$ cat src/rtl/bcr_pkg.sv
// constants and types of the boot configuration register block
package bcr_pkg;

  // ---------------------------------------------------------------
  // register indices and byte addresses
  // ---------------------------------------------------------------
  localparam logic [1:0] BCR_IDX_SELECT = 2'h0;
  localparam logic [1:0] BCR_IDX_BUS = 2'h1;
  localparam logic [1:0] BCR_IDX_DBG = 2'h2;
  localparam logic [1:0] BCR_IDX_SPARE = 2'h3;
  localparam logic [31:0] BCR_ADDR_SELECT = 32'h0000_0000;
  localparam logic [31:0] BCR_ADDR_BUS = 32'h0000_0004;
  localparam logic [31:0] BCR_ADDR_DBG = 32'h0000_0008;
  localparam logic [31:0] BCR_ADDR_SPARE = 32'h0000_000C;

  // ---------------------------------------------------------------
  // startup load
  // ---------------------------------------------------------------
  localparam logic [7:0] BCR_BOOT_ADDR_FIRST = 8'h20;
  localparam logic [7:0] BCR_BOOT_ADDR_LAST = 8'h23;
  localparam logic [15:0] BCR_UPPER_FIXED = 16'hFFFB;
  localparam logic [31:0] BCR_CFG_RESET = 32'h0000_0000;

  // ---------------------------------------------------------------
  // field positions, startup select byte
  // ---------------------------------------------------------------
  localparam int BCR_B0_MAP_HI = 5;
  localparam int BCR_B0_MAP_LO = 4;
  localparam int BCR_B0_INTERNAL_BOOT_SEL = 3;
  localparam int BCR_B0_IPROG = 2;

  // ---------------------------------------------------------------
  // field positions, bus config byte
  // ---------------------------------------------------------------
  localparam int BCR_B1_DUAL_CS = 7;
  localparam int BCR_B1_FULL_TRACE = 6;
  localparam int BCR_B1_TRACE_OFF = 5;
  localparam int BCR_B1_POWER_SAVE = 4;
  localparam int BCR_B1_WIDTH = 3;
  localparam int BCR_B1_ASYNC = 2;
  localparam int BCR_B1_PIN_MODE_HI = 1;
  localparam int BCR_B1_MULTI_PIN = 0;

  // ---------------------------------------------------------------
  // field positions, debug and reset byte
  // ---------------------------------------------------------------
  localparam int BCR_B2_HALT = 7;
  localparam int BCR_B2_PULSE_LEN = 6;
  localparam int BCR_B2_TEST_TOG = 2;
  localparam int BCR_B2_ACC_WIDTH = 0;

  // ---------------------------------------------------------------
  // counts in clock cycles (one crystal period per clock)
  // ---------------------------------------------------------------
  localparam logic [11:0] BCR_PULSE_SHORT_CYC = 12'h008;
  localparam logic [11:0] BCR_PULSE_LONG_CYC = 12'h800;
  localparam logic [6:0] BCR_CS_SLOW_PHASES = 7'h7F;

  typedef enum logic [1:0] {
    BCR_ST_FETCH,
    BCR_ST_WAIT,
    BCR_ST_DONE
  } bcr_load_state_t;

endpackage : bcr_pkg

$ cat src/rtl/bcr_reset_pulse.sv
// reset pulse generator for the reset output pin
`timescale 1ns/1ps
module bcr_reset_pulse
  import bcr_pkg::*;
(
  input wire logic hclk,
  input wire logic hresetn,
  input wire logic int_reset_req,
  input wire logic test_pin,
  input wire logic pulse_short_sel,
  output logic reset_out_n
);

  // ---------------------------------------------------------------
  // pulse length and counter
  // ---------------------------------------------------------------
  logic busy_reg;
  logic por_reg;
  logic [11:0] cnt_reg;
  logic [11:0] len;

  always_comb begin
    if (!test_pin) begin
      len = BCR_PULSE_LONG_CYC;
    end else if (por_reg || pulse_short_sel) begin
      len = BCR_PULSE_SHORT_CYC;
    end else begin
      len = BCR_PULSE_LONG_CYC;
    end
  end

  always_ff @(posedge hclk or negedge hresetn) begin
    if (!hresetn) begin
      busy_reg <= 1'b1;
      cnt_reg <= 12'h000;
    end else if (busy_reg) begin
      if (cnt_reg == len - 12'h001) begin
        busy_reg <= 1'b0;
        cnt_reg <= 12'h000;
      end else begin
        cnt_reg <= cnt_reg + 12'h001;
      end
    end else if (int_reset_req) begin
      busy_reg <= 1'b1;
      cnt_reg <= 12'h000;
    end
  end

  always_ff @(posedge hclk or negedge hresetn) begin
    if (!hresetn) begin
      por_reg <= 1'b1;
    end else if (busy_reg && cnt_reg == len - 12'h001) begin
      por_reg <= 1'b0;
    end
  end

  assign reset_out_n = !busy_reg;
endmodule : bcr_reset_pulse

$ cat src/rtl/bcr_top.sv
// boot configuration register with ahb-lite access and startup load
//
// The AHB-Lite interface to the registers was decided locally.
`timescale 1ns/1ps
module bcr_top
  import bcr_pkg::*;
(
  input wire logic hclk,
  input wire logic hresetn,
  input wire logic hsel,
  input wire logic [31:0] haddr,
  input wire logic [1:0] htrans,
  input wire logic hwrite,
  input wire logic [2:0] hsize,
  input wire logic [31:0] hwdata,
  input wire logic hready,
  output logic [31:0] hrdata,
  output logic hreadyout,
  output logic hresp,
  output logic [7:0] boot_mem_addr,
  output logic boot_mem_req,
  input wire logic [7:0] boot_mem_data,
  input wire logic boot_mem_ack,
  output logic core_run,
  input wire logic int_reset_req,
  input wire logic test_pin,
  output logic reset_out_n,
  input wire logic debug_mode,
  output logic debug_timer_halt,
  input wire logic active_mode,
  input wire logic second_test_pin,
  output logic [1:0] bus_mode_sel,
  output logic multi_pin_port_mode,
  output logic program_access_16,
  output logic dual_chip_select,
  output logic second_cs_used,
  input wire logic cpu_slow,
  input wire logic access_active,
  output logic chip_select_first_n,
  output logic bus_pins_pulldown,
  output logic bus_16bit,
  output logic bus_async,
  output logic latch_transparent,
  output logic data_drive_always,
  output logic trace_enable,
  output logic trace_grounded,
  output logic trace_analyzer,
  output logic map_ram_zero,
  output logic map_rom_zero,
  output logic map_boot_zero,
  output logic boot_internal,
  output logic boot_external,
  output logic boot_disabled,
  output logic program_internal
);

  // ---------------------------------------------------------------
  // helpers
  // ---------------------------------------------------------------
  function automatic logic [7:0] force_dbg(input logic [7:0] b,
                                           input logic wide16);
    logic [7:0] r;
    r = b;
    if (wide16) begin
      r[BCR_B2_HALT] = 1'b1;
      r[BCR_B2_PULSE_LEN] = 1'b1;
      r[BCR_B2_ACC_WIDTH] = 1'b1;
      r[BCR_B2_TEST_TOG] = 1'b0;
    end
    return r;
  endfunction : force_dbg

  function automatic logic [2:0] addr_decode(input logic [31:0] a);
    logic [2:0] r;
    r = 3'h4;
    if (a == BCR_ADDR_SELECT) begin
      r = {1'b0, BCR_IDX_SELECT};
    end else if (a == BCR_ADDR_BUS) begin
      r = {1'b0, BCR_IDX_BUS};
    end else if (a == BCR_ADDR_DBG) begin
      r = {1'b0, BCR_IDX_DBG};
    end else if (a == BCR_ADDR_SPARE) begin
      r = {1'b0, BCR_IDX_SPARE};
    end
    return r;
  endfunction : addr_decode

  // ---------------------------------------------------------------
  // configuration storage
  // ---------------------------------------------------------------
  logic [31:0] cfg_reg;
  logic [31:0] cfg_eff;
  bcr_load_state_t state_reg;
  logic [1:0] idx_reg;
  logic wr_pend_reg;
  logic [1:0] wr_idx_reg;
  logic [2:0] dec;
  logic take;
  logic wide16;

  assign wide16 = cfg_reg[8 + BCR_B1_WIDTH];
  assign cfg_eff = {cfg_reg[31:24], force_dbg(cfg_reg[23:16], wide16),
                    cfg_reg[15:0]};

  // ---------------------------------------------------------------
  // startup load sequencer
  // ---------------------------------------------------------------
  always_ff @(posedge hclk or negedge hresetn) begin
    if (!hresetn) begin
      state_reg <= BCR_ST_FETCH;
      idx_reg <= 2'h0;
    end else begin
      case (state_reg)
        BCR_ST_FETCH: begin
          state_reg <= BCR_ST_WAIT;
        end
        BCR_ST_WAIT: begin
          if (boot_mem_ack) begin
            if (idx_reg == BCR_IDX_SPARE) begin
              state_reg <= BCR_ST_DONE;
            end else if (idx_reg == BCR_IDX_BUS &&
                         boot_mem_data[BCR_B1_WIDTH]) begin
              state_reg <= BCR_ST_DONE;
            end else begin
              idx_reg <= idx_reg + 2'h1;
              state_reg <= BCR_ST_FETCH;
            end
          end
        end
        default: begin
          state_reg <= BCR_ST_DONE;
        end
      endcase
    end
  end

  assign boot_mem_req = (state_reg == BCR_ST_WAIT);
  assign boot_mem_addr = BCR_BOOT_ADDR_FIRST + {6'h00, idx_reg};
  assign core_run = (state_reg == BCR_ST_DONE);

  // ---------------------------------------------------------------
  // ahb-lite slave
  // ---------------------------------------------------------------
  assign dec = addr_decode(haddr);
  assign take = hsel && hready && htrans[1];
  assign hreadyout = 1'b1;
  assign hresp = 1'b0;

  always_ff @(posedge hclk or negedge hresetn) begin
    if (!hresetn) begin
      wr_pend_reg <= 1'b0;
      wr_idx_reg <= 2'h0;
    end else begin
      wr_pend_reg <= take && hwrite && !dec[2] &&
                     dec[1:0] != BCR_IDX_SPARE;
      wr_idx_reg <= dec[1:0];
    end
  end

  always_ff @(posedge hclk or negedge hresetn) begin
    if (!hresetn) begin
      hrdata <= 32'h0000_0000;
    end else if (take && !hwrite) begin
      if (dec[2]) begin
        hrdata <= 32'h0000_0000;
      end else begin
        hrdata <= {24'h00_0000, cfg_eff[dec[1:0]*8 +: 8]};
      end
    end
  end

  always_ff @(posedge hclk or negedge hresetn) begin
    if (!hresetn) begin
      cfg_reg <= BCR_CFG_RESET;
    end else if (state_reg == BCR_ST_WAIT && boot_mem_ack) begin
      cfg_reg[idx_reg*8 +: 8] <= boot_mem_data;
      if (idx_reg == BCR_IDX_BUS && boot_mem_data[BCR_B1_WIDTH]) begin
        cfg_reg[31:16] <= BCR_UPPER_FIXED;
      end
    end else if (wr_pend_reg && core_run) begin
      cfg_reg[wr_idx_reg*8 +: 8] <= hwdata[7:0];
    end
  end

  // ---------------------------------------------------------------
  // reset pulse output
  // ---------------------------------------------------------------
  bcr_reset_pulse u_pulse (
    .hclk(hclk),
    .hresetn(hresetn),
    .int_reset_req(int_reset_req),
    .test_pin(test_pin),
    .pulse_short_sel(cfg_eff[16 + BCR_B2_PULSE_LEN]),
    .reset_out_n(reset_out_n)
  );

  // ---------------------------------------------------------------
  // debug timer halt
  // ---------------------------------------------------------------
  always_ff @(posedge hclk or negedge hresetn) begin
    if (!hresetn) begin
      debug_timer_halt <= 1'b0;
    end else begin
      debug_timer_halt <= debug_mode && cfg_eff[16 + BCR_B2_HALT];
    end
  end

  // ---------------------------------------------------------------
  // first chip select, slow mode duty
  // ---------------------------------------------------------------
  logic [6:0] phase_reg;
  logic cs_short;

  assign cs_short = cfg_eff[8 + BCR_B1_POWER_SAVE] && cpu_slow;

  always_ff @(posedge hclk or negedge hresetn) begin
    if (!hresetn) begin
      phase_reg <= 7'h00;
    end else if (!access_active || phase_reg == BCR_CS_SLOW_PHASES) begin
      phase_reg <= 7'h00;
    end else begin
      phase_reg <= phase_reg + 7'h01;
    end
  end

  always_ff @(posedge hclk or negedge hresetn) begin
    if (!hresetn) begin
      chip_select_first_n <= 1'b1;
    end else if (cs_short) begin
      chip_select_first_n <= !(access_active && phase_reg == 7'h00);
    end else begin
      chip_select_first_n <= !access_active;
    end
  end

  // ---------------------------------------------------------------
  // configuration decode
  // ---------------------------------------------------------------
  always_comb begin
    bus_mode_sel = {cfg_eff[8 + BCR_B1_PIN_MODE_HI],
                    cfg_eff[8 + BCR_B1_MULTI_PIN]};
    multi_pin_port_mode = (bus_mode_sel == 2'h3) ||
                          (cfg_eff[16 + BCR_B2_TEST_TOG] && active_mode &&
                           second_test_pin);
    program_access_16 = cfg_eff[16 + BCR_B2_ACC_WIDTH];
    dual_chip_select = cfg_eff[8 + BCR_B1_DUAL_CS];
    second_cs_used = dual_chip_select &&
                     !cfg_eff[8 + BCR_B1_POWER_SAVE];
    bus_pins_pulldown = cfg_eff[8 + BCR_B1_POWER_SAVE];
    bus_16bit = wide16;
    bus_async = cfg_eff[8 + BCR_B1_ASYNC];
    latch_transparent = !bus_async;
    data_drive_always = !cfg_eff[8 + BCR_B1_FULL_TRACE];
    trace_enable = !cfg_eff[8 + BCR_B1_TRACE_OFF];
    trace_grounded = !trace_enable && !data_drive_always;
    trace_analyzer = !trace_enable && data_drive_always;
    map_boot_zero = cfg_eff[BCR_B0_MAP_HI];
    map_rom_zero = !cfg_eff[BCR_B0_MAP_HI] && cfg_eff[BCR_B0_MAP_LO];
    map_ram_zero = !cfg_eff[BCR_B0_MAP_HI] && !cfg_eff[BCR_B0_MAP_LO];
    boot_internal = cfg_eff[BCR_B0_INTERNAL_BOOT_SEL];
    boot_disabled = !boot_internal && bus_mode_sel == 2'h3;
    boot_external = !boot_internal && !boot_disabled;
    program_internal = cfg_eff[BCR_B0_IPROG];
  end
endmodule : bcr_top

$ cat config.mk
export PLATFORM = sky130hd
export DESIGN_NAME = bcr_top
export DESIGN_NICKNAME = d
export VERILOG_FILES = /design/src/rtl/bcr_pkg.sv /design/src/rtl/bcr_reset_pulse.sv /design/src/rtl/bcr_top.sv
export SDC_FILE = /design/constraint.sdc
export NUM_CORES = 1
export LEC_CHECK = 0
export BUFFER_PORTS_ARGS = -buffer_cell sky130_fd_sc_hd__buf_2
export CAP_MARGIN = 20
export CELL_PAD_IN_SITES_DETAIL_PLACEMENT = 1
export CELL_PAD_IN_SITES_GLOBAL_PLACEMENT = 2
export CORE_UTILIZATION = 30
export DETAILED_ROUTE_END_ITERATION = 6
export GPL_TIMING_DRIVEN = 0
export PLACE_DENSITY = 0.78
export SYNTH_ARGS = -nofsm -noshare
export SYNTH_HDL_FRONTEND = slang
export SYNTH_SLANG_ARGS = --single-unit
$ cat constraint.sdc
create_clock -name hclk -period 2.6 [get_ports hclk]
set_input_delay 0.26 -clock hclk [delete_from_list [all_inputs] [get_ports hclk]]
set_output_delay 0.26 -clock hclk [all_outputs]
set_load 0.02 [all_outputs]
# Word level (Yosys, flattened, before mapping)
# Cells that the tools add are included.
# totals
regBits	94
out_inout_bits	68
in_bits	90
word_cells	109
# op_classes
muxes	27
n_addsub	7
n_shift	5
bitwise_logic	2
n_reduce_logical	44
eq_ne	12
# op_table
op	n
$neg A5 Y34	2
$shift A8 B34 Y32 const A	2
$shiftx A8 B34 Y32	2
$bwmux W32	2
$eq A32 B4 Y1 const B	2
$mux W32	2
$mux W12	5
$eq A32 B3 Y1 const B	1
$logic_not A32 Y1	1
$shiftx A32 B6 Y8	1
$logic_and A1 B1 Y1	22
$mux W16	1
$logic_not A1 Y1	13
$add A12 B1 Y12 const B	1
$eq A12 B12 Y1	1
$mux W3	4
$sub A12 B1 Y12 const B	1
$mux W2	4
$mux W8	1
$add A6 B2 Y7 const A	1
$add A7 B1 Y7 const B	1
$eq A7 B7 Y1 const B	1
$logic_not A7 Y1	1
$mux W7	1
other kinds (12)	24

# Longest topological paths before layout
# Gate-level depths: netlist of run 1.
# depth
word_depth	8
ltp_mapped	8
ltp_nobuf	6

# Cells and area by module
# From an unflattened synthesis of run 1, not the netlist that was laid out.
# unflattened
cells_unflattened	405
hier_area_um2	4327.9
# modules_own_cells
mod	cells_each	area_per_inst_um2	n_inst	seq_area_each_um2
bcr_top	314	3493.4	1	1402.6
bcr_reset_pulse	91	834.6	1	352.8

# Worst setup path after synthesis of run 1
# No wires, ideal clock.
# synth_path
kind	register to register
startpoint	reg idx_reg[0]
endpoint	reg cfg_reg[24]
synth_period_minus_slack_ns	2.229
required_ns	2.475
setup_ns	0.125
path_slack_ns	0.371
path_buffers	1
t_arrival_ns	2.104
stages_incl_launch_ff	7
path_cell_list	dfrtp_1 ha_1 and2_1 clkbuf_1 nor2_1 a211oi_2 mux2_2
# synth_between
elab_chain_len	5
word_cells_on_any_way	8
classes_between	add/sub: 1; eq/ne: 1; shift: 2; mux: 3; reduce/logical: 1
# synth_lines
item	line_no	text
start: declaration	bcr_top.sv:94	logic [1:0] idx_reg;
start signal: assignment	bcr_top.sv:125	idx_reg <= idx_reg + 2'h1;
$neg A5 Y34	bcr_top.sv:176	cfg_reg[idx_reg*8 +: 8] <= boot_mem_data;
$shiftx A8 B34 Y32 or $shift A8 B34 Y32 (tied branches)	bcr_top.sv:176	
$bwmux W32	bcr_top.sv:176	
$mux W16 *	bcr_top.sv:177	if (idx_reg == BCR_IDX_BUS && boot_mem_data[BCR_B1_WIDTH]) begin
$mux W32 *	bcr_top.sv:175	end else if (state_reg == BCR_ST_WAIT && boot_mem_ack) begin
end signal: indexed assignment	bcr_top.sv:176	
end signal: indexed assignment	bcr_top.sv:181	cfg_reg[wr_idx_reg*8 +: 8] <= hwdata[7:0];
end: declaration	bcr_top.sv:91	logic [31:0] cfg_reg;
# Mark *: on every way between the ends. The rest lies on a longest branch, timed or not.
# A chain may end at the register's enable or synchronous reset.

# Worst setup path in the final report of run 1
# layout_path
startpoint	reg idx_reg[0]
endpoint	reg cfg_reg[16]
# Same word-level chain as after synthesis.

==> results.sh, run 1 <==
export IMPL_setup_worst_path_start_class="flip-flop"
export IMPL_crit_required_ns=2.83
export IMPL_setup_violations=0
export IMPL_rr_startpoint="idx_reg[0]$_DFFE_PN0P_"
export IMPL_crit_path_end_kind="flip-flop"
export IMPL_area_growth_pct=28.79
export IMPL_worstHoldPathType="primary input to flip-flop"
export IMPL_die_y_um=121.3
export IMPL_drc_errors=0
export IMPL_numCtsBuffers=9
export IMPL_wl_per_cell_um=17.27
export IMPL_leakage_nw=2.604
export IMPL_grt_total_usage_pct=18.10
export IMPL_fin_util_pct=39.63
export IMPL_num_antenna_cells=0
export IMPL_multi_input_area_um2=2263
export IMPL_arrival_ns=2.70
export IMPL_place_gp_congestion=0.8148
export IMPL_yosysUniqueCellTypes=62
export IMPL_register_area_um2=1755
export IMPL_synth_top_area_share_pct=39.25
export IMPL_cts_tree="done"
export IMPL_syn_area_um2=4272
export IMPL_finalCritPeriodShare_pct=95.07
export IMPL_port_buffers=96
export IMPL_ys_top_cells_by_area="dfrtp_1, mux2_2, buf_4, ha_1, mux4_2"
export IMPL_final_area_um2=5502
export IMPL_ys_ff_latch=70
export IMPL_async_reset_ff_share_pct=100.0
export IMPL_placed_cells=722
export IMPL_drt_iter0_markers=158
export IMPL_tns_ns=0
export IMPL_powerDensity_nw_per_um2=718.5
export IMPL_largest_reg_flops=32
export IMPL_root_buffer="clkbuf_16"
export IMPL_yosys_warnings=0
export IMPL_rsz0062_at_grt="false"
export IMPL_dpl_hpwl_um=9391
export IMPL_yosys_most_used_dff="dfrtp_1"
export IMPL_final_max_slew_viol_count=0
export IMPL_synth_edf_count=0
export IMPL_antenna_found_initial=0
export IMPL_yosys_area_top_type="dfrtp_1"
export IMPL_cp_max_fo=10
export IMPL_final_min_clock_period_ns=2.472
export IMPL_num_vias=3709
export IMPL_routed_wl_um=12800
export IMPL_nNetsFinal=658
export IMPL_hold_viol=0
export IMPL_fillers=1615
export IMPL_holdCritStartpoint="access_active"
export IMPL_worst_slew_pin_slew_ns=1.123
export IMPL_maxCapViolCount=0
export IMPL_final_antenna_net_count=0
export IMPL_grt_max_degree=62
export IMPL_vdd_drop_max_mv=0.3428
export IMPL_io_pins=158
export IMPL_syn_inst=414
export IMPL_status="completed"
export IMPL_fp_dieW_um=121.3
export IMPL_rows=43
export IMPL_grt_overflow_total=0
export IMPL_finalClockSkew_ns=0.01073
export IMPL_dieArea_um2=14720
export IMPL_drive_gt1_share_pct=37.61
export IMPL_grt_pass1_wl_um=19910
export IMPL_drtPass1Iterations=4
export IMPL_finalNonFillerCells=741
export IMPL_path_class="flip-flop to flip-flop"
export IMPL_core_um2=13880
export IMPL_crit_start="idx_reg[0]$_DFFE_PN0P_"
export IMPL_placed_area_um2=5127
export IMPL_htreeDepth=3
export IMPL_cts_buffer_depth=2
export IMPL_max_freq_mhz=404.6
export IMPL_cts_sinks=70
export IMPL_grt_pass1_vias=3614
export IMPL_clk_pin_slew_ns=0.06
export IMPL_clk_latency_ns=0.35
export IMPL_start_util_pct=30.77
export IMPL_syn_avg_cell_area_um2=10.32
export IMPL_slew_headroom_pct=24.93
export IMPL_vias_per_cell=5.005
export IMPL_yosysSeqAreaShare_pct=41.10
[cells in the mapped netlist (3+ instances only)]
master	n
o21ai_0	11
o31ai_1	6
mux2_2	31
o2bb2ai_1	15
nand4_1	3
mux4_2	6
nor2b_1	5
or4_1	3
a22oi_1	4
a22o_1	14
xnor2_1	5
o21ai_1	3
clkbuf_1	8
nor4_1	10
nor2_1	21
nand3_1	10
o31a_1	3
nor3_1	6
ha_1	12
a21oi_1	21
or2_2	3
nor4_2	3
and2_1	4
inv_1	19
dfrtp_1	67
buf_4	34
xor2_1	3
nand2_1	35
mux2i_1	3
dfstp_2	3
[path summary, 6_finish.rpt]
kind | endpoint | slack, ns | depth (start not counted)
setup / recovery | cfg_reg[16]$_DFFE_PN0P_ | 0.13 | 6
hold / removal | chip_select_first_n$_DFF_PN1_ | 0.08 | 2
setup reg to reg | cfg_reg[16]$_DFFE_PN0P_ | 0.13 | 6
hold reg to reg | phase_reg[0]$_DFF_PN0_ | 0.47 | 1
max in group asynchronous | u_pulse.por_reg$_DFFE_PN1P_ | 1.67 | 3
min in group asynchronous | state_reg[1]$_DFFE_PN0P_ | 0.30 | 2
[final cells by class]
class | instances | area share [%]
buffer | 48 | 5.913
inverter | 19 | 1.296
sequential | 70 | 31.91
multi-input combinational | 307 | 41.14
clock inverter | 7 | 1.501
clock buffer | 9 | 4.094
timing repair buffer | 101 | 10.05
tap | 180 | 4.094
[per-layer routing]
| metal | wire [um] | track usage, % | up-vias |
|---|---|---|---|
| met5 | 0 | 0 | - |
| met4 | 173 | 6.636 | 0 |
| met3 | 636 | 2.914 | 13 |
| met2 | 6565 | 30.82 | 97 |
| met1 | 5424 | 22.92 | 1864 |
| li1 | - | - | 1735 |
[layout by cell type, fill, tap and decap left out, types with 3 or more instances in the layout]
cell type  instances
buf_2             96
or4_1              3
o21ai_1            3
conb_1            32
dfrtp_1           67
clkbuf_16          9
clkinv_4           4
nand3_1           10
dfstp_2            3
inv_1             19
ha_1              12
mux2i_1            3
nor3_1             6
o31ai_1            6
o31a_1             3
mux4_2             6
o21ai_0           11
clkbuf_1           8
nor2b_1            5
buf_4             36
o2bb2ai_1         15
mux2_2            31
nor2_1            21
nand4_1            3
xor2_1             3
and2_1             4
a22oi_1            4
nor4_1            10
or2_2              3
xnor2_1            5
nand2_1           35
a21oi_1           21
a22o_1            14
[where the power goes]
part | internal, mW | leakage, nW | total, mW | switching [mW]
Sequential | 1.27 | 0.908 | 1.46 | 0.196
Clock | 0.756 | 0.151 | 1.29 | 0.533
Combinational | 0.489 | 1.55 | 1.20 | 0.712
Total | 2.51 | 2.60 | 3.95 | 1.44
[logic make-up after synthesis]
family	after synthesis	share of synthesized area, %
mux	41	12.65
flops	70	41.10
compound gates	95	16.26
fa+ha+maj	12	3.515
other cells	2	0.1758
buf+inv	67	9.285
simple gates	119	15.38
xor+xnor	8	1.640
[stage by stage]
stage          power, mW  hold WS [ns]  worst slack [ns]
5_1_grt            4.174       0.09342          0.004338
3_5_place_dp       2.652        0.1214           -0.2962
2_1_floorplan      2.237      -0.03559            0.3712
6_report           3.953       0.08119            0.1283
4_1_cts            3.965       0.07348          -0.03263
3_3_place_gp       2.596        0.4386           -0.1614
[worst max-delay path: stages (launching register included)]
cell      delay, ns
dfrtp_1        0.58
ha_1           0.27
and2_1         0.14
clkbuf_1       0.34
nor3_1         0.14
nor3_4         0.48
mux2_2         0.40
[timing repair]
action,in CTS,in global routing
hold endpoints to repair,9,0
endpoints found under the setup margin,24,8
hold buffers,1,0
resized for setup,2,2
setup buffers,1,0
pin swaps,1,0
Note: power is estimated with default switching activity, not from simulation.
==> run 2, diff against run 1 <==
--- a/config.mk
+++ b/config.mk
@@ -5,14 +5,15 @@
 export SDC_FILE = /design/constraint.sdc
 export NUM_CORES = 1
 export LEC_CHECK = 0
+export ABC_AREA = 1
 export BUFFER_PORTS_ARGS = -buffer_cell sky130_fd_sc_hd__buf_2
 export CAP_MARGIN = 20
 export CELL_PAD_IN_SITES_DETAIL_PLACEMENT = 1
 export CELL_PAD_IN_SITES_GLOBAL_PLACEMENT = 2
-export CORE_UTILIZATION = 30
+export CORE_UTILIZATION = 28
 export DETAILED_ROUTE_END_ITERATION = 6
 export GPL_TIMING_DRIVEN = 0
-export PLACE_DENSITY = 0.78
+export PLACE_DENSITY = 0.79
 export SYNTH_ARGS = -nofsm -noshare
 export SYNTH_HDL_FRONTEND = slang
 export SYNTH_SLANG_ARGS = --single-unit
==> constraint.sdc (replaced) <==
create_clock -name hclk -period 2.6 [get_ports hclk]
set_input_delay 0.26 -clock hclk [delete_from_list [all_inputs] [get_ports hclk]]
set_output_delay 0.26 -clock hclk [all_outputs]
set_load 0.01 [all_outputs]
==> run 2 against run 1 <==
  * Synthesized cell count increased by 56%
  * Cell area up 7.5%
  * Via count grew 26%
  * Routed wire length increased by 23%
  * Final cell count increased by 36%
  * Global-route usage grew 1.0 points
  * Clock skew decreased by 0.0041 ns
  * Register-to-register slack better by 0.08 ns
  * Utilization decreased by 3.9 points
  * Synthesized area grew 10%
  * Largest cell class unchanged
  * Largest power group unchanged
==> results.sh, run 2 <==
export IMPL_cts_hold_buffers=0
export IMPL_cts_tree="done"
export IMPL_maxCapViolCount=0
export IMPL_yosysSeqAreaShare_pct=37.28
export IMPL_vdd_drop_max_mv=0.3159
export IMPL_synth_edf_count=0
export IMPL_start_util_pct=28.49
export IMPL_layout_commonest_cell="nand2_1"
export IMPL_final_area_um2=5912
export IMPL_hold_viol=0
export IMPL_setup_worst_path_start_class="flip-flop"
export IMPL_root_buffer="clkbuf_16"
export IMPL_dieArea_um2=17340
export IMPL_cp_max_fo=11
export IMPL_worst_slew_pin_slew_ns=0.9351
export IMPL_drc_errors=0
export IMPL_yosys_warnings=0
export IMPL_multi_input_area_um2=2399
export IMPL_grt_pass1_wl_um=26160
export IMPL_crit_required_ns=2.87
export IMPL_finalClockSkew_ns=0.006601
export IMPL_numCtsBuffers=9
export IMPL_grt_max_degree=71
export IMPL_num_antenna_cells=0
export IMPL_arrival_ns=2.67
export IMPL_yosys_most_used_dff="dfrtp_1"
export IMPL_die_y_um=131.7
export IMPL_placed_area_um2=5584
export IMPL_core_um2=16520
export IMPL_finalWorstSetupSlack_ns=0.2033
export IMPL_vias_per_cell=4.627
export IMPL_leakage_nw=3.059
export IMPL_cts_sinks=70
export IMPL_async_reset_ff_share_pct=100.0
export IMPL_setup_violations=0
export IMPL_syn_inst=645
export IMPL_slew_headroom_pct=37.66
export IMPL_wl_per_cell_um=15.63
export IMPL_hold_slack_ns=0.06390
export IMPL_clk_pin_slew_ns=0.06
export IMPL_io_pins=158
export IMPL_placed_cells=992
export IMPL_htreeDepth=3
export IMPL_powerDensity_nw_per_um2=732.9
export IMPL_grt_pass1_vias=4939
export IMPL_reg2regPathDepth=12
export IMPL_power_mw=4.333
export IMPL_synth_most_common_cell="nand2_1"
export IMPL_routed_wl_um=15790
export IMPL_max_freq_mhz=417.2
export IMPL_finalNonFillerCells=1010
export IMPL_p_comb_share_pct=35.2
export IMPL_final_antenna_net_count=0
export IMPL_syn_avg_cell_area_um2=7.300
export IMPL_cts_buffer_depth=2
export IMPL_area_growth_pct=25.56
export IMPL_ys_ff_latch=70
export IMPL_grt_overflow_total=0
export IMPL_largest_reg_flops=32
export IMPL_power_frac_clock_pct=27.2
export IMPL_final_max_slew_viol_count=0
export IMPL_synth_top_area_share_pct=35.61
export IMPL_yosysUniqueCellTypes=45
export IMPL_p_sw_mw=1.665
export IMPL_sequentialPowerShare_pct=37.6
export IMPL_clk_latency_ns=0.34
export IMPL_rows=47
export IMPL_dpl_hpwl_um=12730
export IMPL_synthTopCellsByCount="nand2_1, inv_1, nand3_1, dfrtp_1, nor2_1"
export IMPL_drtPass1Iterations=4
export IMPL_port_buffers=97
export IMPL_worstHoldPathType="primary input to asynchronous set/reset pin"
export IMPL_num_vias=4673
export IMPL_switching_share_pct=38.42
export IMPL_syn_area_um2=4708
export IMPL_layout_common_cells="nand2_1, buf_2, inv_1, nand3_1, dfrtp_1"
export IMPL_fin_util_pct=35.78
export IMPL_finalCritPeriodShare_pct=92.18
export IMPL_ys_top_cells_by_area="dfrtp_1, nand2_1, nand3_1, inv_1, buf_4"
export IMPL_grt_total_usage_pct=19.11
export IMPL_place_gp_congestion=0.9498
export IMPL_yosys_area_top_type="dfrtp_1"
export IMPL_final_min_clock_period_ns=2.397
export IMPL_path_class="flip-flop to flip-flop"
export IMPL_status="completed"
export IMPL_nNetsFinal=887
export IMPL_crit_path_end_kind="flip-flop"
export IMPL_drive_gt1_share_pct=24.30
export IMPL_dpl_worst_slack_ns=-0.1323
export IMPL_fp_dieW_um=131.7
export IMPL_internal_power_mw=2.668
export IMPL_tns_ns=0
export IMPL_register_area_um2=1755
export IMPL_antenna_found_initial=0
export IMPL_drt_iter0_markers=199
export IMPL_fillers=2121
[run 2: changes by cell type after synthesis, moves of 14 or more]
cell       delta
a21oi_1      -15
mux2_2       -31
o21ai_0      +34
nand3_1      +69
nand2_1     +112
inv_1        +60
o2bb2ai_1    -15
a22o_1       -14
nor2_1       +44
[run 2: cell families after synthesis]
| family | Yosys count | share of synthesized area (%) |
|---|---|---|
| AND/OR/NAND/NOR | 326 | 31.01 |
| buffers and inverters | 136 | 14.48 |
| AO/OA/AOI/OAI | 92 | 12.57 |
| flip-flops | 70 | 37.28 |
| adder cells (fa/ha/maj) | 12 | 3.189 |
| XOR/XNOR | 7 | 1.302 |
| other | 2 | 0.1595 |
[run 2: timing repair]
| item | in CTS | in global routing |
|---|---|---|
| hold endpoints to repair | 0 | 0 |
| resized for setup | 3 | 7 |
| cloned | 0 | 0 |
| endpoints found under the setup margin | 15 | 18 |
| setup buffers | 0 | 2 |
[run 2: worst paths after layout]
path	start	end	slack [ns]
min reg2reg	hrdata[2]$_DFFE_PN0P_	hrdata[2]$_DFFE_PN0P_	0.47
max	idx_reg[0]$_DFFE_PN0P_	cfg_reg[24]$_DFFE_PN0P_	0.20
min	hresetn	phase_reg[2]$_DFF_PN0_	0.06
min in group hclk	access_active	chip_select_first_n$_DFF_PN1_	0.12
max reg2reg	idx_reg[0]$_DFFE_PN0P_	cfg_reg[24]$_DFFE_PN0P_	0.20
max in group asynchronous	hresetn	u_pulse.cnt_reg[2]$_DFFE_PN0P_	1.92
[run 2: critical path, cell delays in order, from the launching register on]
cell and delay (ns):
dfrtp_1 0.37, buf_4 0.18, inv_1 0.12, clkbuf_4 0.23, ha_1 0.21, buf_2 0.17
inv_1 0.13, buf_4 0.20, nand2_1 0.13, o31ai_1 0.28, nand2_1 0.08, nand3_1 0.11
o21a_1 0.12
[run 2: power groups by stage]
stage	Sequential [mW]	Combinational (mW)	Clock [mW]
floorplan	1.59	0.961	0
global placement	1.64	1.43	0
detailed placement	1.66	1.47	0
CTS	1.64	1.48	1.22
global route	1.67	1.72	1.26
finish	1.63	1.52	1.18
[run 2: final cells by class]
type | instances | area share, %
Multi-Input combinational cell | 469 | 40.57
Sequential cell | 70 | 29.69
Timing Repair Buffer | 99 | 8.508
Buffer | 52 | 6.328
Inverter | 84 | 5.376
Tap cell | 220 | 4.656
Clock buffer | 13 | 4.571
Clock inverter | 3 | 0.2963
[run 2: per-layer routing]
layer / vias to the layer above / share of wire [%] / wire (um) / track usage [%]
li1: 2310 / - / - / -
met1: 2244 / 44 / 6886 / 23.88
met2: 102 / 50 / 7958 / 33.13
met3: 17 / 4.1 / 646 / 3.781
met4: 0 / 1.9 / 297 / 5.426
met5: - / 0 / 0 / 0
==> run 3, diff against run 2 <==
--- a/config.mk
+++ b/config.mk
@@ -10,10 +10,10 @@
 export CAP_MARGIN = 20
 export CELL_PAD_IN_SITES_DETAIL_PLACEMENT = 1
 export CELL_PAD_IN_SITES_GLOBAL_PLACEMENT = 2
-export CORE_UTILIZATION = 28
+export CORE_UTILIZATION = 30
 export DETAILED_ROUTE_END_ITERATION = 6
 export GPL_TIMING_DRIVEN = 0
-export PLACE_DENSITY = 0.79
+export PLACE_DENSITY = 0.84
 export SYNTH_ARGS = -nofsm -noshare
 export SYNTH_HDL_FRONTEND = slang
 export SYNTH_SLANG_ARGS = --single-unit
==> constraint.sdc (replaced) <==
create_clock -name hclk -period 3.1 [get_ports hclk]
set_input_delay 0.31 -clock hclk [delete_from_list [all_inputs] [get_ports hclk]]
set_output_delay 0.31 -clock hclk [all_outputs]
set_load 0.01 [all_outputs]
==> run 3 against run 2 <==
  * Worst setup slack improved by 0.15 ns
  * Combinational power fell by 18%
  * Clock power fell by 17%
  * Final cell count fell by 1.1%
  * Register-to-register slack improved by 0.15 ns
  * Clock-buffer cell count fell by 2
  * Largest cell class unchanged
  * Sequential share of layout area rose by 0.32 points
  * First-iteration DRC count rose by 4.5%
  * Die area fell by 6.6%
  * Cell area fell by 1.1%
==> results.sh, run 3 (synthesis results as in run 2) <==
export IMPL_htreeDepth=3
export IMPL_nNetsFinal=885
export IMPL_postCtsSetupBuffers=0
export IMPL_clk_pin_slew_ns=0.06
export IMPL_finalCritPeriodShare_pct=88.49
export IMPL_slew_headroom_pct=38.38
export IMPL_critPathMaxStageDelay_ns=0.42
export IMPL_path_class="flip-flop to flip-flop"
export IMPL_drtPass1Iterations=4
export IMPL_cts_tree="done"
export IMPL_wl_per_cell_um=15.55
export IMPL_powerDensity_nw_per_um2=612.8
export IMPL_cts_sinks=70
export IMPL_rsz0062_at_grt="false"
export IMPL_drt_iter0_markers=208
export IMPL_die_y_um=127.3
export IMPL_cts_buffer_depth=2
export IMPL_routed_wl_um=15540
export IMPL_largest_reg_flops=32
export IMPL_max_freq_mhz=364.5
export IMPL_final_antenna_net_count=0
export IMPL_vias_per_cell=4.690
export IMPL_root_buffer="clkbuf_16"
export IMPL_grt_pass1_wl_um=25320
export IMPL_finalNonFillerCells=999
export IMPL_crit_path_end_kind="flip-flop"
export IMPL_layout_commonest_cell="nand2_1"
export IMPL_rows=45
export IMPL_crit_path_cell_trace="buf_2, inv_1, clkbuf_1, ha_1, buf_2, inv_1, buf_2, nand2_1, o31ai_1, nand2_1, nand3_1, o21a_1"
export IMPL_cp_max_fo=11
export IMPL_maxCapViolCount=0
export IMPL_crit_required_ns=3.38
export IMPL_core_um2=15260
export IMPL_final_max_slew_viol_count=0
export IMPL_drive_gt1_share_pct=23.48
export IMPL_place_gp_congestion=0.8849
export IMPL_critPathBufInv=6
export IMPL_setup_worst_path_start_class="flip-flop"
export IMPL_grt_max_degree=71
export IMPL_dieArea_um2=16200
export IMPL_grt_overflow_total=0
export IMPL_drc_errors=0
export IMPL_finalClockSkew_ns=0.007965
export IMPL_worst_slew_pin_slew_ns=0.9243
export IMPL_grt_total_usage_pct=20.16
export IMPL_placed_cells=983
export IMPL_grt_pass1_vias=4861
export IMPL_leakage_nw=3.025
export IMPL_status="completed"
export IMPL_setup_violations=0
export IMPL_port_buffers=97
export IMPL_vdd_drop_max_mv=0.2605
export IMPL_hold_viol=0
export IMPL_path_common_cell="buf_2"
export IMPL_cts_resized=0
export IMPL_final_min_clock_period_ns=2.743
export IMPL_crit_family="buffers and inverters"
export IMPL_num_vias=4685
export IMPL_fillers=1965
export IMPL_cts_hold_buffers=0
export IMPL_numCtsBuffers=9
export IMPL_io_pins=158
export IMPL_num_antenna_cells=0
export IMPL_dpl_worst_slack_ns=0.4189
export IMPL_worstHoldPathType="primary input to asynchronous set/reset pin"
export IMPL_fp_dieW_um=127.3
export IMPL_dpl_hpwl_um=12590
export IMPL_finalWorstSetupSlack_ns=0.3568
export IMPL_layout_common_cells="nand2_1, buf_2, inv_1, nand3_1, dfrtp_1"
export IMPL_start_util_pct=30.86
export IMPL_tns_ns=0
export IMPL_arrival_ns=3.02
export IMPL_antenna_found_initial=1
export IMPL_slowest_stage="dfrtp_1"
export IMPL_clk_latency_ns=0.34
export IMPL_area_growth_pct=24.24
-- run 3: changes by cell type in the layout (fill, tap and decap cells not counted), sizes merged --
cell      delta
clkinvlp     +1
inv          +1
clkbuf       -2
buf          -2
-- run 3: worst register-to-register path, cell delays in order (launching register included) --
cell and delay (ns):
dfrtp_1 0.42, buf_2 0.24, inv_1 0.12, clkbuf_1 0.26, ha_1 0.27, buf_2 0.17
inv_1 0.11, buf_2 0.23, nand2_1 0.18, o31ai_1 0.33, nand2_1 0.12, nand3_1 0.11
o21a_1 0.12
-- run 3: worst paths after layout --
path / end / slack (ns) / start / cells past startpoint
max in group asynchronous: cfg_reg[3]$_DFFE_PN0P_ / 2.39 / hresetn / 1
setup reg to reg: cfg_reg[26]$_DFFE_PN0P_ / 0.36 / idx_reg[0]$_DFFE_PN0P_ / 12
hold / removal: phase_reg[2]$_DFF_PN0_ / 0.1 / hresetn / 1
setup / recovery: cfg_reg[26]$_DFFE_PN0P_ / 0.36 / idx_reg[0]$_DFFE_PN0P_ / 12
min in group hclk: chip_select_first_n$_DFF_PN1_ / 0.15 / access_active / 2
hold reg to reg: u_pulse.por_reg$_DFFE_PN1P_ / 0.47 / u_pulse.por_reg$_DFFE_PN1P_ / 2
-- run 3: final cells by class --
cell class	instances	area, um2	area share (%)
Timing Repair Buffer	97	488.0	8.342
Multi-Input combinational cell	469	2384	40.75
Tap cell	211	264.0	4.513
Clock buffer	11	242.7	4.150
Sequential cell	70	1755	30.01
Clock inverter	5	33.78	0.5775
Inverter	84	317.8	5.433
Buffer	52	364.1	6.225
-- run 3: through the flow --
stage / util (%) / hold WS, ns / cell area [um2] / total power [mW]
after floorplan: - / 0.01441 / 4821 / 2.136
after global placement: 36.51 / 0.4599 / 5570 / 2.573
after detailed placement: 36.52 / 0.4658 / 5573 / 2.629
after CTS: 38.34 / 0.1376 / 5849 / 3.626
after global routing: 38.34 / 0.1431 / 5849 / 3.834
final: 38.34 / 0.09944 / 5849 / 3.585
-- run 3: report_power, final --
part	internal [mW]	leakage (nW)	total, mW	switching (mW)
clock network	0.563	0.132	0.975	0.411
registers	1.15	0.906	1.37	0.219
logic	0.454	1.99	1.24	0.788
-- run 3: routing by layer --
metal  track usage (%)  vias up  share of wire [%]
li1                  -     2305                  -
met1             25.92     2246                 46
met2             33.43      101                 48
met3             4.271       31                3.6
met4             7.143        2                2.4
met5                 0        -              0.084
